===== src/pkg/loop_tx_pkg.sv =====
/*
  Shared constants for the loop transmitter control register bank:
  command addresses, storage indices, field positions, reset values,
  lookup tables and the access state encoding.
  Assumes every user imports the whole package.
*/
package loop_tx_pkg;

  // Command and register addresses on the control port
  localparam logic [7:0] ADDR_GENERAL_RESET = 8'h01;
  localparam logic [7:0] ADDR_FWD_GAIN      = 8'h05;
  localparam logic [7:0] ADDR_FBK_GAIN      = 8'h06;
  localparam logic [7:0] ADDR_AUX           = 8'h07;
  localparam logic [7:0] ADDR_FREQ          = 8'h08;
  localparam logic [7:0] ADDR_GAIN_RB       = 8'hF4;
  localparam logic [7:0] ADDR_FWD_RB        = 8'hF5;
  localparam logic [7:0] ADDR_FBK_RB        = 8'hF6;
  localparam logic [7:0] ADDR_AUX_RB        = 8'hF7;
  localparam logic [7:0] ADDR_FREQ_RB       = 8'hF8;

  // Storage entries; the two gain halves form the wide gain register
  localparam int         ENTRY_COUNT = 4;
  localparam logic [1:0] IDX_FWD     = 2'h0;
  localparam logic [1:0] IDX_FBK     = 2'h1;
  localparam logic [1:0] IDX_AUX     = 2'h2;
  localparam logic [1:0] IDX_FREQ    = 2'h3;
  localparam logic [7:0] BYTE_RESET  = 8'h00;

  // Gain field positions inside their bytes
  localparam int FWD_ATTEN_HI = 7;
  localparam int FWD_ATTEN_LO = 3;
  localparam int FBK_ATTEN_HI = 6;
  localparam int FBK_ATTEN_LO = 0;

  // Auxiliary field positions
  localparam int AUX_OFFSET_POWER_BIT = 7;
  localparam int AUX_INSTAB_POWER_BIT = 6;
  localparam int AUX_RF_POWER_BIT     = 5;
  localparam int AUX_MEAS_SELECT_BIT  = 4;
  localparam int AUX_DET_GAIN_HI      = 3;
  localparam int AUX_DET_GAIN_LO      = 2;
  localparam int AUX_PAIR_HI          = 1;
  localparam int AUX_PAIR_LO          = 0;

  // Frequency field positions and band codes
  localparam int         FREQ_LO_DIV_BIT = 4;
  localparam int         FREQ_BAND_HI    = 1;
  localparam int         FREQ_BAND_LO    = 0;
  localparam logic [1:0] BAND_BELOW_500  = 2'h0;
  localparam logic [1:0] BAND_ABOVE_500  = 2'h1;

  // Reserved positions that the host is expected to leave at zero
  localparam logic [7:0] FWD_RESERVED_MASK  = 8'h07;
  localparam logic [7:0] FBK_RESERVED_MASK  = 8'h80;
  localparam logic [7:0] FREQ_RESERVED_MASK = 8'hEC;

  // Detector gain in dB per code: 6, 12, 18, 24
  localparam logic [7:0] DET_GAIN_DB [4] = '{8'h06, 8'h0C, 8'h12, 8'h18};

  // Pin connections per pair code, bits {q_pos, q_neg, i_pos, i_neg}
  localparam logic [3:0] PAIR_PINS [4] = '{4'h4, 4'h1, 4'h3, 4'hC};

  typedef enum logic [1:0]
  {
    ST_IDLE   = 2'h1,
    ST_ACCESS = 2'h2
  } access_state_t;

endpackage


===== src/pkg/reg_bank_if.sv =====
/*
  Carrier between the access controller, the storage and the read-back
  selector. Assumes a single clock shared by all three.
*/
`timescale 1ns/1ps
`default_nettype none
interface reg_bank_if;
  logic        wr_en;
  logic [1:0]  wr_index;
  logic [7:0]  wr_data;
  logic        clear_all;
  logic [7:0]  entry [4];
  logic [7:0]  rd_addr;
  logic [15:0] rd_data;
  logic        rd_hit;

  modport ctrl  (output wr_en, wr_index, wr_data, clear_all, rd_addr,
                 input entry, rd_data, rd_hit);
  modport store (input wr_en, wr_index, wr_data, clear_all, output entry);
  modport view  (input entry, rd_addr, output rd_data, rd_hit);
endinterface
`default_nettype wire


===== src/control_store.sv =====
/*
  Flip-flop storage for the four control bytes, addressed by index.
  Assumes one write strobe at a time from the access controller.
*/
`timescale 1ns/1ps
`default_nettype none
module control_store
  import loop_tx_pkg::*;
(
  input  wire logic  clk,
  input  wire logic  rst_n,
  reg_bank_if.store  bank
);
  genvar gi;
  generate
    for (gi = 0; gi < ENTRY_COUNT; gi++)
    begin : g_entry
      always_ff @(posedge clk)
      begin
        if (!rst_n || bank.clear_all)
          bank.entry[gi] <= BYTE_RESET;
        else if (bank.wr_en && bank.wr_index == 2'(gi))
          bank.entry[gi] <= bank.wr_data;
      end
    end
  endgenerate
endmodule
`default_nettype wire


===== src/readback_select.sv =====
/*
  Read-back selector: maps a read address onto the stored bytes.
  Assumes the storage holds the two gain halves as the wide register.
*/
`timescale 1ns/1ps
`default_nettype none
module readback_select
  import loop_tx_pkg::*;
(
  reg_bank_if.view bank
);
  always_comb
  begin
    bank.rd_hit  = 1'b1;
    bank.rd_data = 16'h0000;
    case (bank.rd_addr)
      ADDR_GAIN_RB: bank.rd_data = {bank.entry[IDX_FWD], bank.entry[IDX_FBK]};
      ADDR_FWD_RB:  bank.rd_data = {8'h00, bank.entry[IDX_FWD]};
      ADDR_FBK_RB:  bank.rd_data = {8'h00, bank.entry[IDX_FBK]};
      ADDR_AUX_RB:  bank.rd_data = {8'h00, bank.entry[IDX_AUX]};
      ADDR_FREQ_RB: bank.rd_data = {8'h00, bank.entry[IDX_FREQ]};
      default:      bank.rd_hit  = 1'b0;
    endcase
  end
endmodule
`default_nettype wire


===== src/loop_tx_aux_gain_freq_regs.sv =====
/*
  Control register bank of a feedback-loop transmitter: gain halves,
  auxiliary and frequency registers, their read-back mirrors and the
  decoded control levels that steer the analogue sections.
  Assumes a deserialised control port: one-cycle read or write strobes
  with address and data, synchronous to clk.
*/
`timescale 1ns/1ps
`default_nettype none
module loop_tx_aux_gain_freq_regs
  import loop_tx_pkg::*;
(
  input  wire logic        clk,
  input  wire logic        rst_n,
  input  wire logic        cmd_write,
  input  wire logic        cmd_read,
  input  wire logic [7:0]  cmd_addr,
  input  wire logic [15:0] cmd_wdata,
  output logic [15:0]      cmd_rdata,
  output logic             cmd_done,
  output logic             cmd_error,
  output logic             cmd_busy,
  output logic [4:0]       forward_atten,
  output logic [6:0]       feedback_atten,
  output logic             offset_meas_power,
  output logic             instab_detector_power,
  output logic             rf_detector_power,
  output logic             measurement_output_select,
  output logic [1:0]       detector_gain_code,
  output logic [7:0]       detector_gain_db,
  output logic [1:0]       meas_pair_select,
  output logic [3:0]       meas_pin_connect,
  output logic             lo_divide_by_four,
  output logic [1:0]       loop_band,
  output logic             loop_above_500,
  output logic             band_code_reserved,
  output logic             reserved_bits_set,
  output logic             aux_circuits_off
);

  reg_bank_if bank ();

  access_state_t state;
  access_state_t next_state;
  logic [7:0]    held_addr;
  logic [15:0]   held_data;
  logic          held_write;
  logic          take_request;
  logic          write_map_hit;
  logic [1:0]    write_index;
  logic          is_reset_cmd;
  logic [7:0]    fwd_byte;
  logic [7:0]    fbk_byte;
  logic [7:0]    aux_byte;
  logic [7:0]    freq_byte;

  control_store u_store
  (
    .clk   (clk),
    .rst_n (rst_n),
    .bank  (bank)
  );

  readback_select u_readback
  (
    .bank (bank)
  );

  assign fwd_byte  = bank.entry[IDX_FWD];
  assign fbk_byte  = bank.entry[IDX_FBK];
  assign aux_byte  = bank.entry[IDX_AUX];
  assign freq_byte = bank.entry[IDX_FREQ];

  // Requests arriving while an access is in flight are dropped
  assign take_request = (state == ST_IDLE) && (cmd_write || cmd_read);

  always_comb
  begin
    next_state = state;
    case (state)
      ST_IDLE:
      begin
        if (take_request)
          next_state = ST_ACCESS;
      end
      ST_ACCESS:
        next_state = ST_IDLE;
      default:
        next_state = ST_IDLE;
    endcase
  end

  always_ff @(posedge clk)
  begin
    if (!rst_n)
      state <= ST_IDLE;
    else
      state <= next_state;
  end

  // Request capture; write wins if both strobes arrive together
  always_ff @(posedge clk)
  begin
    if (!rst_n)
    begin
      held_addr  <= 8'h00;
      held_data  <= 16'h0000;
      held_write <= 1'b0;
    end
    else if (take_request)
    begin
      held_addr  <= cmd_addr;
      held_data  <= cmd_wdata;
      held_write <= cmd_write;
    end
  end

  // Write address decode onto storage entries
  always_comb
  begin
    write_map_hit = 1'b1;
    write_index   = IDX_FWD;
    is_reset_cmd  = 1'b0;
    case (held_addr)
      ADDR_FWD_GAIN:      write_index = IDX_FWD;
      ADDR_FBK_GAIN:      write_index = IDX_FBK;
      ADDR_AUX:           write_index = IDX_AUX;
      ADDR_FREQ:          write_index = IDX_FREQ;
      ADDR_GENERAL_RESET: is_reset_cmd = 1'b1;
      default:            write_map_hit = 1'b0;
    endcase
  end

  // Storage strobes are only live for the one access cycle
  assign bank.wr_en     = (state == ST_ACCESS) && held_write && write_map_hit && !is_reset_cmd;
  assign bank.wr_index  = write_index;
  assign bank.wr_data   = held_data[7:0];
  assign bank.clear_all = (state == ST_ACCESS) && held_write && is_reset_cmd;
  assign bank.rd_addr   = held_addr;

  // Answer: data and done pulse one edge after the access cycle
  always_ff @(posedge clk)
  begin
    if (!rst_n)
    begin
      cmd_rdata <= 16'h0000;
      cmd_done  <= 1'b0;
      cmd_error <= 1'b0;
    end
    else if (state == ST_ACCESS)
    begin
      cmd_done  <= 1'b1;
      cmd_rdata <= held_write ? 16'h0000 : bank.rd_data;
      cmd_error <= held_write ? !write_map_hit : !bank.rd_hit;
    end
    else
    begin
      cmd_done  <= 1'b0;
      cmd_error <= 1'b0;
    end
  end

  always_ff @(posedge clk)
  begin
    if (!rst_n)
      cmd_busy <= 1'b0;
    else
      cmd_busy <= (next_state != ST_IDLE);
  end

  // Gain fields; reserved bits are kept in storage but not decoded
  always_ff @(posedge clk)
  begin
    if (!rst_n)
    begin
      forward_atten  <= 5'h00;
      feedback_atten <= 7'h00;
    end
    else
    begin
      forward_atten  <= fwd_byte[FWD_ATTEN_HI:FWD_ATTEN_LO];
      feedback_atten <= fbk_byte[FBK_ATTEN_HI:FBK_ATTEN_LO];
    end
  end

  // Auxiliary power enables
  always_ff @(posedge clk)
  begin
    if (!rst_n)
    begin
      offset_meas_power     <= 1'b0;
      instab_detector_power <= 1'b0;
      rf_detector_power     <= 1'b0;
      aux_circuits_off      <= 1'b1;
    end
    else
    begin
      offset_meas_power     <= aux_byte[AUX_OFFSET_POWER_BIT];
      instab_detector_power <= aux_byte[AUX_INSTAB_POWER_BIT];
      rf_detector_power     <= aux_byte[AUX_RF_POWER_BIT];
      aux_circuits_off      <= !(aux_byte[AUX_OFFSET_POWER_BIT]
                                 || aux_byte[AUX_INSTAB_POWER_BIT]
                                 || aux_byte[AUX_RF_POWER_BIT]);
    end
  end

  // Measurement routing and detector gain
  always_ff @(posedge clk)
  begin
    if (!rst_n)
    begin
      measurement_output_select <= 1'b0;
      detector_gain_code        <= 2'h0;
      detector_gain_db          <= DET_GAIN_DB[0];
    end
    else
    begin
      measurement_output_select <= aux_byte[AUX_MEAS_SELECT_BIT];
      detector_gain_code        <= aux_byte[AUX_DET_GAIN_HI:AUX_DET_GAIN_LO];
      detector_gain_db          <=
        DET_GAIN_DB[aux_byte[AUX_DET_GAIN_HI:AUX_DET_GAIN_LO]];
    end
  end

  // Pair table copies the printed pairings, four distinct entries
  always_ff @(posedge clk)
  begin
    if (!rst_n)
    begin
      meas_pair_select <= 2'h0;
      meas_pin_connect <= PAIR_PINS[0];
    end
    else
    begin
      meas_pair_select <= aux_byte[AUX_PAIR_HI:AUX_PAIR_LO];
      meas_pin_connect <= PAIR_PINS[aux_byte[AUX_PAIR_HI:AUX_PAIR_LO]];
    end
  end

  // Divider and band; reserved band codes pass into loop_band and keep loop_above_500 low
  always_ff @(posedge clk)
  begin
    if (!rst_n)
    begin
      lo_divide_by_four  <= 1'b0;
      loop_band          <= BAND_BELOW_500;
      loop_above_500     <= 1'b0;
      band_code_reserved <= 1'b0;
    end
    else
    begin
      lo_divide_by_four  <= freq_byte[FREQ_LO_DIV_BIT];
      loop_band          <= freq_byte[FREQ_BAND_HI:FREQ_BAND_LO];
      loop_above_500     <= (freq_byte[FREQ_BAND_HI:FREQ_BAND_LO] == BAND_ABOVE_500);
      band_code_reserved <= freq_byte[FREQ_BAND_HI];
    end
  end

  // Level flag only: nonzero reserved bits are kept, never masked
  always_ff @(posedge clk)
  begin
    if (!rst_n)
      reserved_bits_set <= 1'b0;
    else
      reserved_bits_set <= |(fwd_byte & FWD_RESERVED_MASK)
                           || |(fbk_byte & FBK_RESERVED_MASK)
                           || |(freq_byte & FREQ_RESERVED_MASK);
  end

endmodule
`default_nettype wire


===== config.mk =====
export PLATFORM = sky130hd
export DESIGN_NAME = loop_tx_aux_gain_freq_regs
export DESIGN_NICKNAME = d
export VERILOG_FILES = /design/src/pkg/loop_tx_pkg.sv /design/src/pkg/reg_bank_if.sv /design/src/control_store.sv /design/src/readback_select.sv /design/src/loop_tx_aux_gain_freq_regs.sv
export SDC_FILE = /design/constraint.sdc
export NUM_CORES = 1
export LEC_CHECK = 0
export ABC_AREA = 1
export ABC_CLOCK_PERIOD_IN_PS = 2050
export BUFFER_PORTS_ARGS = -buffer_cell sky130_fd_sc_hd__buf_2
export CORE_MARGIN = 3
export CORE_UTILIZATION = 46
export DETAILED_ROUTE_END_ITERATION = 10
export PLACE_DENSITY = 0.71
export SETUP_SLACK_MARGIN = 0.05
export SLEW_MARGIN = 10
export SYNTH_ARGS = -nofsm -noshare
export SYNTH_HDL_FRONTEND = slang
export SYNTH_HIERARCHICAL = 1
export SYNTH_SLANG_ARGS = --single-unit

===== constraint.sdc =====
create_clock -name clk -period 2.05 [get_ports clk]
set_clock_uncertainty 0.2 [all_clocks]
set_input_delay 0.3075 -clock clk [delete_from_list [all_inputs] [get_ports clk]]
set_output_delay 0.3075 -clock clk [all_outputs]
set_load 0.05 [all_outputs]

# Yosys cells after proc, flatten, opt, wreduce, memory -nomap -nowiden
# Cells that the tools add are included.
dict set report op_classes {
  n_lt_le_gt_ge 2
  n_eq_ne 17
  muxes 16
  bitwise_logic 2
  n_reduce_logical 26
}
# operator count
set op_table {}
lappend op_table {{16-bit case mux with 5 select lines} 1}
lappend op_table {{8-bit equality test (second input constant)} 5}
lappend op_table {{8-bit by 3-bit equality test with 1-bit output (second input constant)} 3}
lappend op_table {{8-bit binary-select mux with 2-bit select} 1}
lappend op_table {{16-bit two-way mux} 1}
lappend op_table {{8-bit two-way mux} 2}
lappend op_table {{5-bit OR reduction} 3}
lappend op_table {{1-bit logical AND} 9}
lappend op_table {{4-bit binary-select mux with 2-bit select} 1}
lappend op_table {{8-bit by 1-bit equality test with 1-bit output (second input constant)} 1}
lappend op_table {{8-bit by 4-bit equality test with 1-bit output (second input constant)} 1}
lappend op_table {{4-bit two-way mux} 2}
lappend op_table {{2-bit by 1-bit equality test with 1-bit output (second input constant)} 3}
lappend op_table {{2-bit equality test (second input constant)} 3}
lappend op_table {{3-bit >= comparator (second input constant)} 2}
lappend op_table {{1-bit logical OR} 6}
lappend op_table {{2-bit inverter with 3-bit output} 2}
lappend op_table {{2-bit case mux with 3 select lines} 1}
lappend op_table {{1-bit logical NOT} 5}
lappend op_table {{1-bit two-way mux} 5}
lappend op_table {{2-bit two-way mux} 2}
lappend op_table {{3-bit OR reduction} 1}
lappend op_table {{2-bit logical NOT} 1}
lappend op_table {{2-bit by 1-bit != test with 1-bit output (second input constant)} 1}
lappend op_table {{2-bit AND reduction} 1}
dict set report word_totals {
  reg_bits 109
  input_bits 28
}

# Logic depth before layout (Yosys ltp)
dict set report logic_depth {
  word_depth 6
  depth_mapped 12
  ltp_nobuf 11
}

# Cells and area by module
# The synthesis kept the hierarchy.
# mod instances cells_per_inst area_each_um2 seq_area_each_um2
set by_module_without_submodules {}
lappend by_module_without_submodules {loop_tx_aux_gain_freq_regs 1 291 2421.1 1401.3}
lappend by_module_without_submodules {control_store 1 209 1357.6 640.6}
lappend by_module_without_submodules {readback_select 1 77 494.2 0.0}

# Worst setup path after synthesis
# OpenSTA, ideal clock, no wires.
dict set report synth_path {
  kind {register to register}
  start {register held_addr[0], in the netlist bank.rd_addr[0]}
  end {register u_store.bank.entry[29]}
  setup_time_ps 115
  arrival_time_ps 1505
  required_time_ps 1735
  path_slack_ps 230
  stages_incl_launch_ff 12
  n_path_buf 2
  synth_period_minus_slack_ps 1820
  cell_sequence {dfxtp_1 > nand2_1 > inv_1 > nand2_1 > nor2_1 > nor2_1 > a21oi_1 > buf_4 > clkbuf_1 > nand3_1 > nand2_1 > nor2_1}
}
dict set report synth_via {
  elab_chain_len 6
}
# item line_no
set synth_rtl {}
lappend synth_rtl {{start: declaration} loop_tx_aux_gain_freq_regs.sv:45} ;# logic [7:0] held_addr;
lappend synth_rtl {{start signal: assignment} loop_tx_aux_gain_freq_regs.sv:112} ;# held_addr <= cmd_addr;
lappend synth_rtl {{8-bit by 1-bit equality test with 1-bit output (tied with other cells)} loop_tx_aux_gain_freq_regs.sv:124} ;# case (held_addr)
lappend synth_rtl {{5-bit OR reduction (no line)} --}
lappend synth_rtl {{1-bit two-way mux} loop_tx_aux_gain_freq_regs.sv:124}
lappend synth_rtl {{1-bit logical AND} loop_tx_aux_gain_freq_regs.sv:135} ;# assign bank.wr_en = (state == ST_ACCESS) && held_write && write_map_hit && !is_reset_cmd;
lappend synth_rtl {{1-bit logical AND (*)} loop_tx_aux_gain_freq_regs.sv:135}
lappend synth_rtl {{net bank.wr_en} reg_bank_if.sv:8} ;# logic wr_en;
lappend synth_rtl {{1-bit logical AND (*)} control_store.sv:22} ;# else if (bank.wr_en && bank.wr_index == 2'(gi))
lappend synth_rtl {{end signal: indexed assignment} control_store.sv:23} ;# bank.entry[gi] <= bank.wr_data;
lappend synth_rtl {{end: declaration} reg_bank_if.sv:19} ;# modport store (input wr_en, wr_index, wr_data, clear_all, output entry);
# The timed path passes the listed nets; every way through them passes the cells marked *.
# A chain may end at the register's enable or synchronous reset.

# Worst setup path after layout
dict set report layout_path {
  start {register held_addr[2], in the netlist bank.rd_addr[2]}
  end {register u_store.bank.entry[17]}
}
# The elaborated chain is that of the path after synthesis.

==> out/results.md <==
| Item | Reported | Unit |
| --- | --- | --- |
| Placed Cells | 739 | - |
| Hold Slack | 0.00741 | ns |
| RSZ-0062 raised after global routing | false | - |
| Insertion delay of the later-clocked pin in the worst-skew pair | 0.37 | ns |
| Synth area leader | sky130_fd_sc_hd__dfxtp_1 | - |
| I/O pin cnt | 86 | - |
| Worst Path Max Fanout | 8 | - |
| Overall power after layout | 3.89 | mW |
| HPWL reported at the end of detailed placement | 6830 | µm |
| Share of async-settable or async-resettable flops after synthesis | 0 | % |
| Worst Reg2Reg Path Length in Cells | 10 | - |
| Worst EP arrival | 1.95 | ns |
| Final period demand of the worst path | 1.88 | ns |
| Avg Inst Size Synth | 7.41 | µm² |
| Vertical extent of the die | 102 | µm |
| Via count of the first global-routing pass | 3302 | - |
| Run status | complete, no violations | - |
| TritonCTS buffer count | 9 | - |
| Net count reported at finish | 690 | - |
| Initial antenna violation count | 0 | - |
| Clock transition at the registers of the reported paths | 0.10 | ns |
| Area added between synthesis and finish | 20.1 | % |
| Post-placement setup slack | -0.0274 | ns |
| Number of max-cap violations | 0 | - |
| Routed WL per cell | 13.1 | µm |
| Gr ovfl total | 0 | - |
| Fmax achieved | 0.531 | GHz |
| Most frequent cell after synthesis | sky130_fd_sc_hd__nand2_1 | - |
| Global routing usage on met2 | 30.1 | % |
| Final Instance Area | 5130 | µm² |
| Vias post-DR | 3770 | - |
| Final number of hold-violating endpoints | 0 | - |
| Startpoint type of the worst setup path | flop | - |
| Final core utilization | 57.7 | % |
| Hold worst-path end | bank.rd_addr[3] | - |
| Post-synth EDFFs | 0 | - |
| Leakage dissipation | 2.67 | nW |
| Netlist area before placement | 4270 | µm² |
| Std cell rows | 34 | - |
| Initial Util | 48.1 | % |
| Power per cell area | 758 | nW/µm² |
| Setup Total Neg Slack | 0 | ns |
| Synthesized flop and latch total | 102 | - |
| Pins Over Slew Limit | 0 | - |
| Number of distinct library cell variants in the gate-level netlist after synthesis | 30 | - |
| Top cells by count, synth | sky130_fd_sc_hd__nand2_1, sky130_fd_sc_hd__dfxtp_1, sky130_fd_sc_hd__nor2_1 | - |
| Cell depth of the worst min-delay path | 3 | - |
| Global routing usage on met1 | 24.3 | % |
| Reg-to-reg setup timing slack | 0.17 | ns |
| Required arrival time at the worst endpoint | 2.12 | ns |
| Worst reg2reg path endpoint | u_store/bank.entry[17] | - |
| Vias/cell | 4.88 | - |
| Detailed router's first-iteration violation count | 200 | - |
| Worst-case setup margin in the final layout | 0.167 | ns |
| Total setup violations reported at the end of the flow | 0 | - |
| Reg-to-reg startpoint | bank.rd_addr[2] | - |
| Share of final-layout standard cells stronger than drive strength 1 | 22.9 | % |
| Sequential cell area fraction in the yosys report | 47.8 | % |
| Origin of the worst min-delay path | cmd_addr[3] | - |
| Cells after synthesis | 577 | - |
| Clock Tree Buf Depth | 2 | - |
| Top cells by area, synth | sky130_fd_sc_hd__dfxtp_1, sky130_fd_sc_hd__nand2_1, sky130_fd_sc_hd__nor2_1 | - |
| Final standard cell count with taps included and fillers excluded | 773 | - |
| Diodes inserted | 0 | - |
| Final antenna-violating net count | 0 | - |
| Number of sinks handled by clock tree synthesis | 102 | - |
| Met3 routing resource usage after global routing | 3.96 | % |
| Root Buffer Master | sky130_fd_sc_hd__clkbuf_8 | - |
| RD Place Congestion | 0.900 | - |
| Wire length of the first global-routing pass | 15400 | µm |
| Maximum number of pins on one net before global-route repair | 35 | - |
| Count of synthesis-stage warnings from yosys | 6 | - |
| Maximum level of the CTS H-tree | 3 | - |
| Worst Hold Class | in -> reg | - |
| Setup crit end kind | flop | - |
| Pre-Repair DR Iteration Count | 5 | - |
| CTS tree | built | - |
| DRC violations left | 0 | - |
| Placement Cell Area | 4660 | µm² |
| Grt peak-use layer | met2 | - |
| Floorplan core area | 8890 | µm² |
| Total of buffers placed on input and output ports | 73 | - |
| Worst vdd ir | 392 | µV |
| Final routed wirelength across all metal layers | 10100 | µm |
| X dimension of the die | 102 | µm |
| Critical path start-end classification | reg -> reg | - |
| Share of the cycle needed by the critical path after routing | 91.9 | % |
| Most frequently used flop master after synthesis | sky130_fd_sc_hd__dfxtp_1 | - |
| Overall die area | 10500 | µm² |
| Synth top area share | 47.8 | % |
| Overall Global Routing Usage | 18.8 | % |
-- sequential cells by signal, summed over array words and instances, names as in the netlist, 2 cells and up --
| name | flops |
|---|---|
| feedback_atten | 7 |
| forward_atten | 5 |
| meas_pin_connect | 4 |
| detector_gain_db | 3 |
| held_data | 8 |
| cmd_rdata | 16 |
| bank.rd_addr | 8 |
| meas_pair_select | 2 |
| u_store/bank.entry | 32 |
| loop_band | 2 |
| state | 2 |
-- cells by family (layout without fill, tap and decap cells) --
logic type	after synthesis	count (layout)	synth area share [%]
flops	102	102	47.8
simple gates	322	325	34.8
other cells	1	4	0.0878
buf+inv	117	199	12.6
fa+ha+maj	2	2	0.586
compound gates	33	33	4.19
-- layout make-up --
| cell class | instances | area (µm²) |
|---|---|---|
| Tap cell | 108 | 135 |
| Multi-Input combinational cell | 364 | 1790 |
| Timing Repair Buffer | 98 | 601 |
| Clock inverter | 5 | 81.3 |
| Fill cell | 818 | 3760 |
| Sequential cell | 102 | 2050 |
| Clock buffer | 11 | 141 |
| Inverter | 85 | 328 |
-- worst max path at each step --
stage / startpoint / endpoint / depth (start not counted)
floorplan: bank.rd_addr[0] / u_store/bank.entry[29] / 11
global placement: bank.rd_addr[0] / u_store/bank.entry[9] / 10
detailed placement: bank.rd_addr[0] / u_store/bank.entry[10] / 10
CTS: bank.rd_addr[0] / u_store/bank.entry[10] / 10
global route: bank.rd_addr[2] / u_store/bank.entry[16] / 11
finish: bank.rd_addr[2] / u_store/bank.entry[17] / 10
-- metal layers --
metal  part of all wire (%)  vias to the layer above
met5                      0                        -
met4                    3.3                        0
met3                    6.2                       24
met2                     46                      123
met1                     45                     1680
li1                       -                     1943
-- critical path, stage by stage, from the launching register on --
cell                      delay [ns]
sky130_fd_sc_hd__dfxtp_2        0.36
sky130_fd_sc_hd__inv_1          0.08
sky130_fd_sc_hd__nor2_2         0.10
sky130_fd_sc_hd__nand2_1        0.07
sky130_fd_sc_hd__nor2_1         0.10
sky130_fd_sc_hd__nor2_1         0.07
sky130_fd_sc_hd__a21oi_2        0.21
sky130_fd_sc_hd__buf_6          0.19
sky130_fd_sc_hd__nand3_2        0.18
sky130_fd_sc_hd__nor2_1         0.15
sky130_fd_sc_hd__nor2_1         0.06
-- layout by cell type, fill, tap and decap left out --
cell type and count:
sky130_fd_sc_hd__dfxtp_4 2, sky130_fd_sc_hd__nand3_1 64, sky130_fd_sc_hd__nor2_1 95, sky130_fd_sc_hd__nand3_2 2, sky130_fd_sc_hd__ha_1 2, sky130_fd_sc_hd__inv_4 2, sky130_fd_sc_hd__conb_1 4, sky130_fd_sc_hd__nor4_1 1
sky130_fd_sc_hd__nor2_2 15, sky130_fd_sc_hd__inv_1 77, sky130_fd_sc_hd__a21oi_2 1, sky130_fd_sc_hd__nand2_1 110, sky130_fd_sc_hd__clkbuf_8 10, sky130_fd_sc_hd__clkbuf_1 1, sky130_fd_sc_hd__nand2_2 5, sky130_fd_sc_hd__nand2_4 2
sky130_fd_sc_hd__bufinv_16 2, sky130_fd_sc_hd__dfxtp_2 2, sky130_fd_sc_hd__nor2_8 2, sky130_fd_sc_hd__nor3_1 3, sky130_fd_sc_hd__buf_2 73, sky130_fd_sc_hd__nor3b_1 1, sky130_fd_sc_hd__buf_4 11, sky130_fd_sc_hd__inv_6 1
sky130_fd_sc_hd__a21oi_1 13, sky130_fd_sc_hd__nand4_1 16, sky130_fd_sc_hd__o21ai_2 1, sky130_fd_sc_hd__clkinv_2 1, sky130_fd_sc_hd__buf_6 2, sky130_fd_sc_hd__nand3_4 5, sky130_fd_sc_hd__o21a_1 1, sky130_fd_sc_hd__a211oi_2 1
sky130_fd_sc_hd__o21ai_0 16, sky130_fd_sc_hd__nor2_4 3, sky130_fd_sc_hd__dlygate4sd3_1 11, sky130_fd_sc_hd__dfxtp_1 98, sky130_fd_sc_hd__inv_2 5, sky130_fd_sc_hd__clkinvlp_4 2, sky130_fd_sc_hd__buf_12 1, sky130_fd_sc_hd__nand4_4 1
-- power by group --
group	total, mW	internal (mW)	leakage (nW)	switching, mW
clock network	1.41	0.724	0.110	0.690
registers	2.09	2.03	0.828	0.0648
logic	0.378	0.120	1.74	0.258
-- what timing repair did --
item	CTS	global route
endpoints found under the hold margin	11	0
cloned	0	4
endpoints found under the setup margin	24	29
setup buffers	0	3
gates resized for setup	3	21
pin swaps	0	4
hold buffers	11	0
No activity file was read; power rests on OpenSTA's default activity.
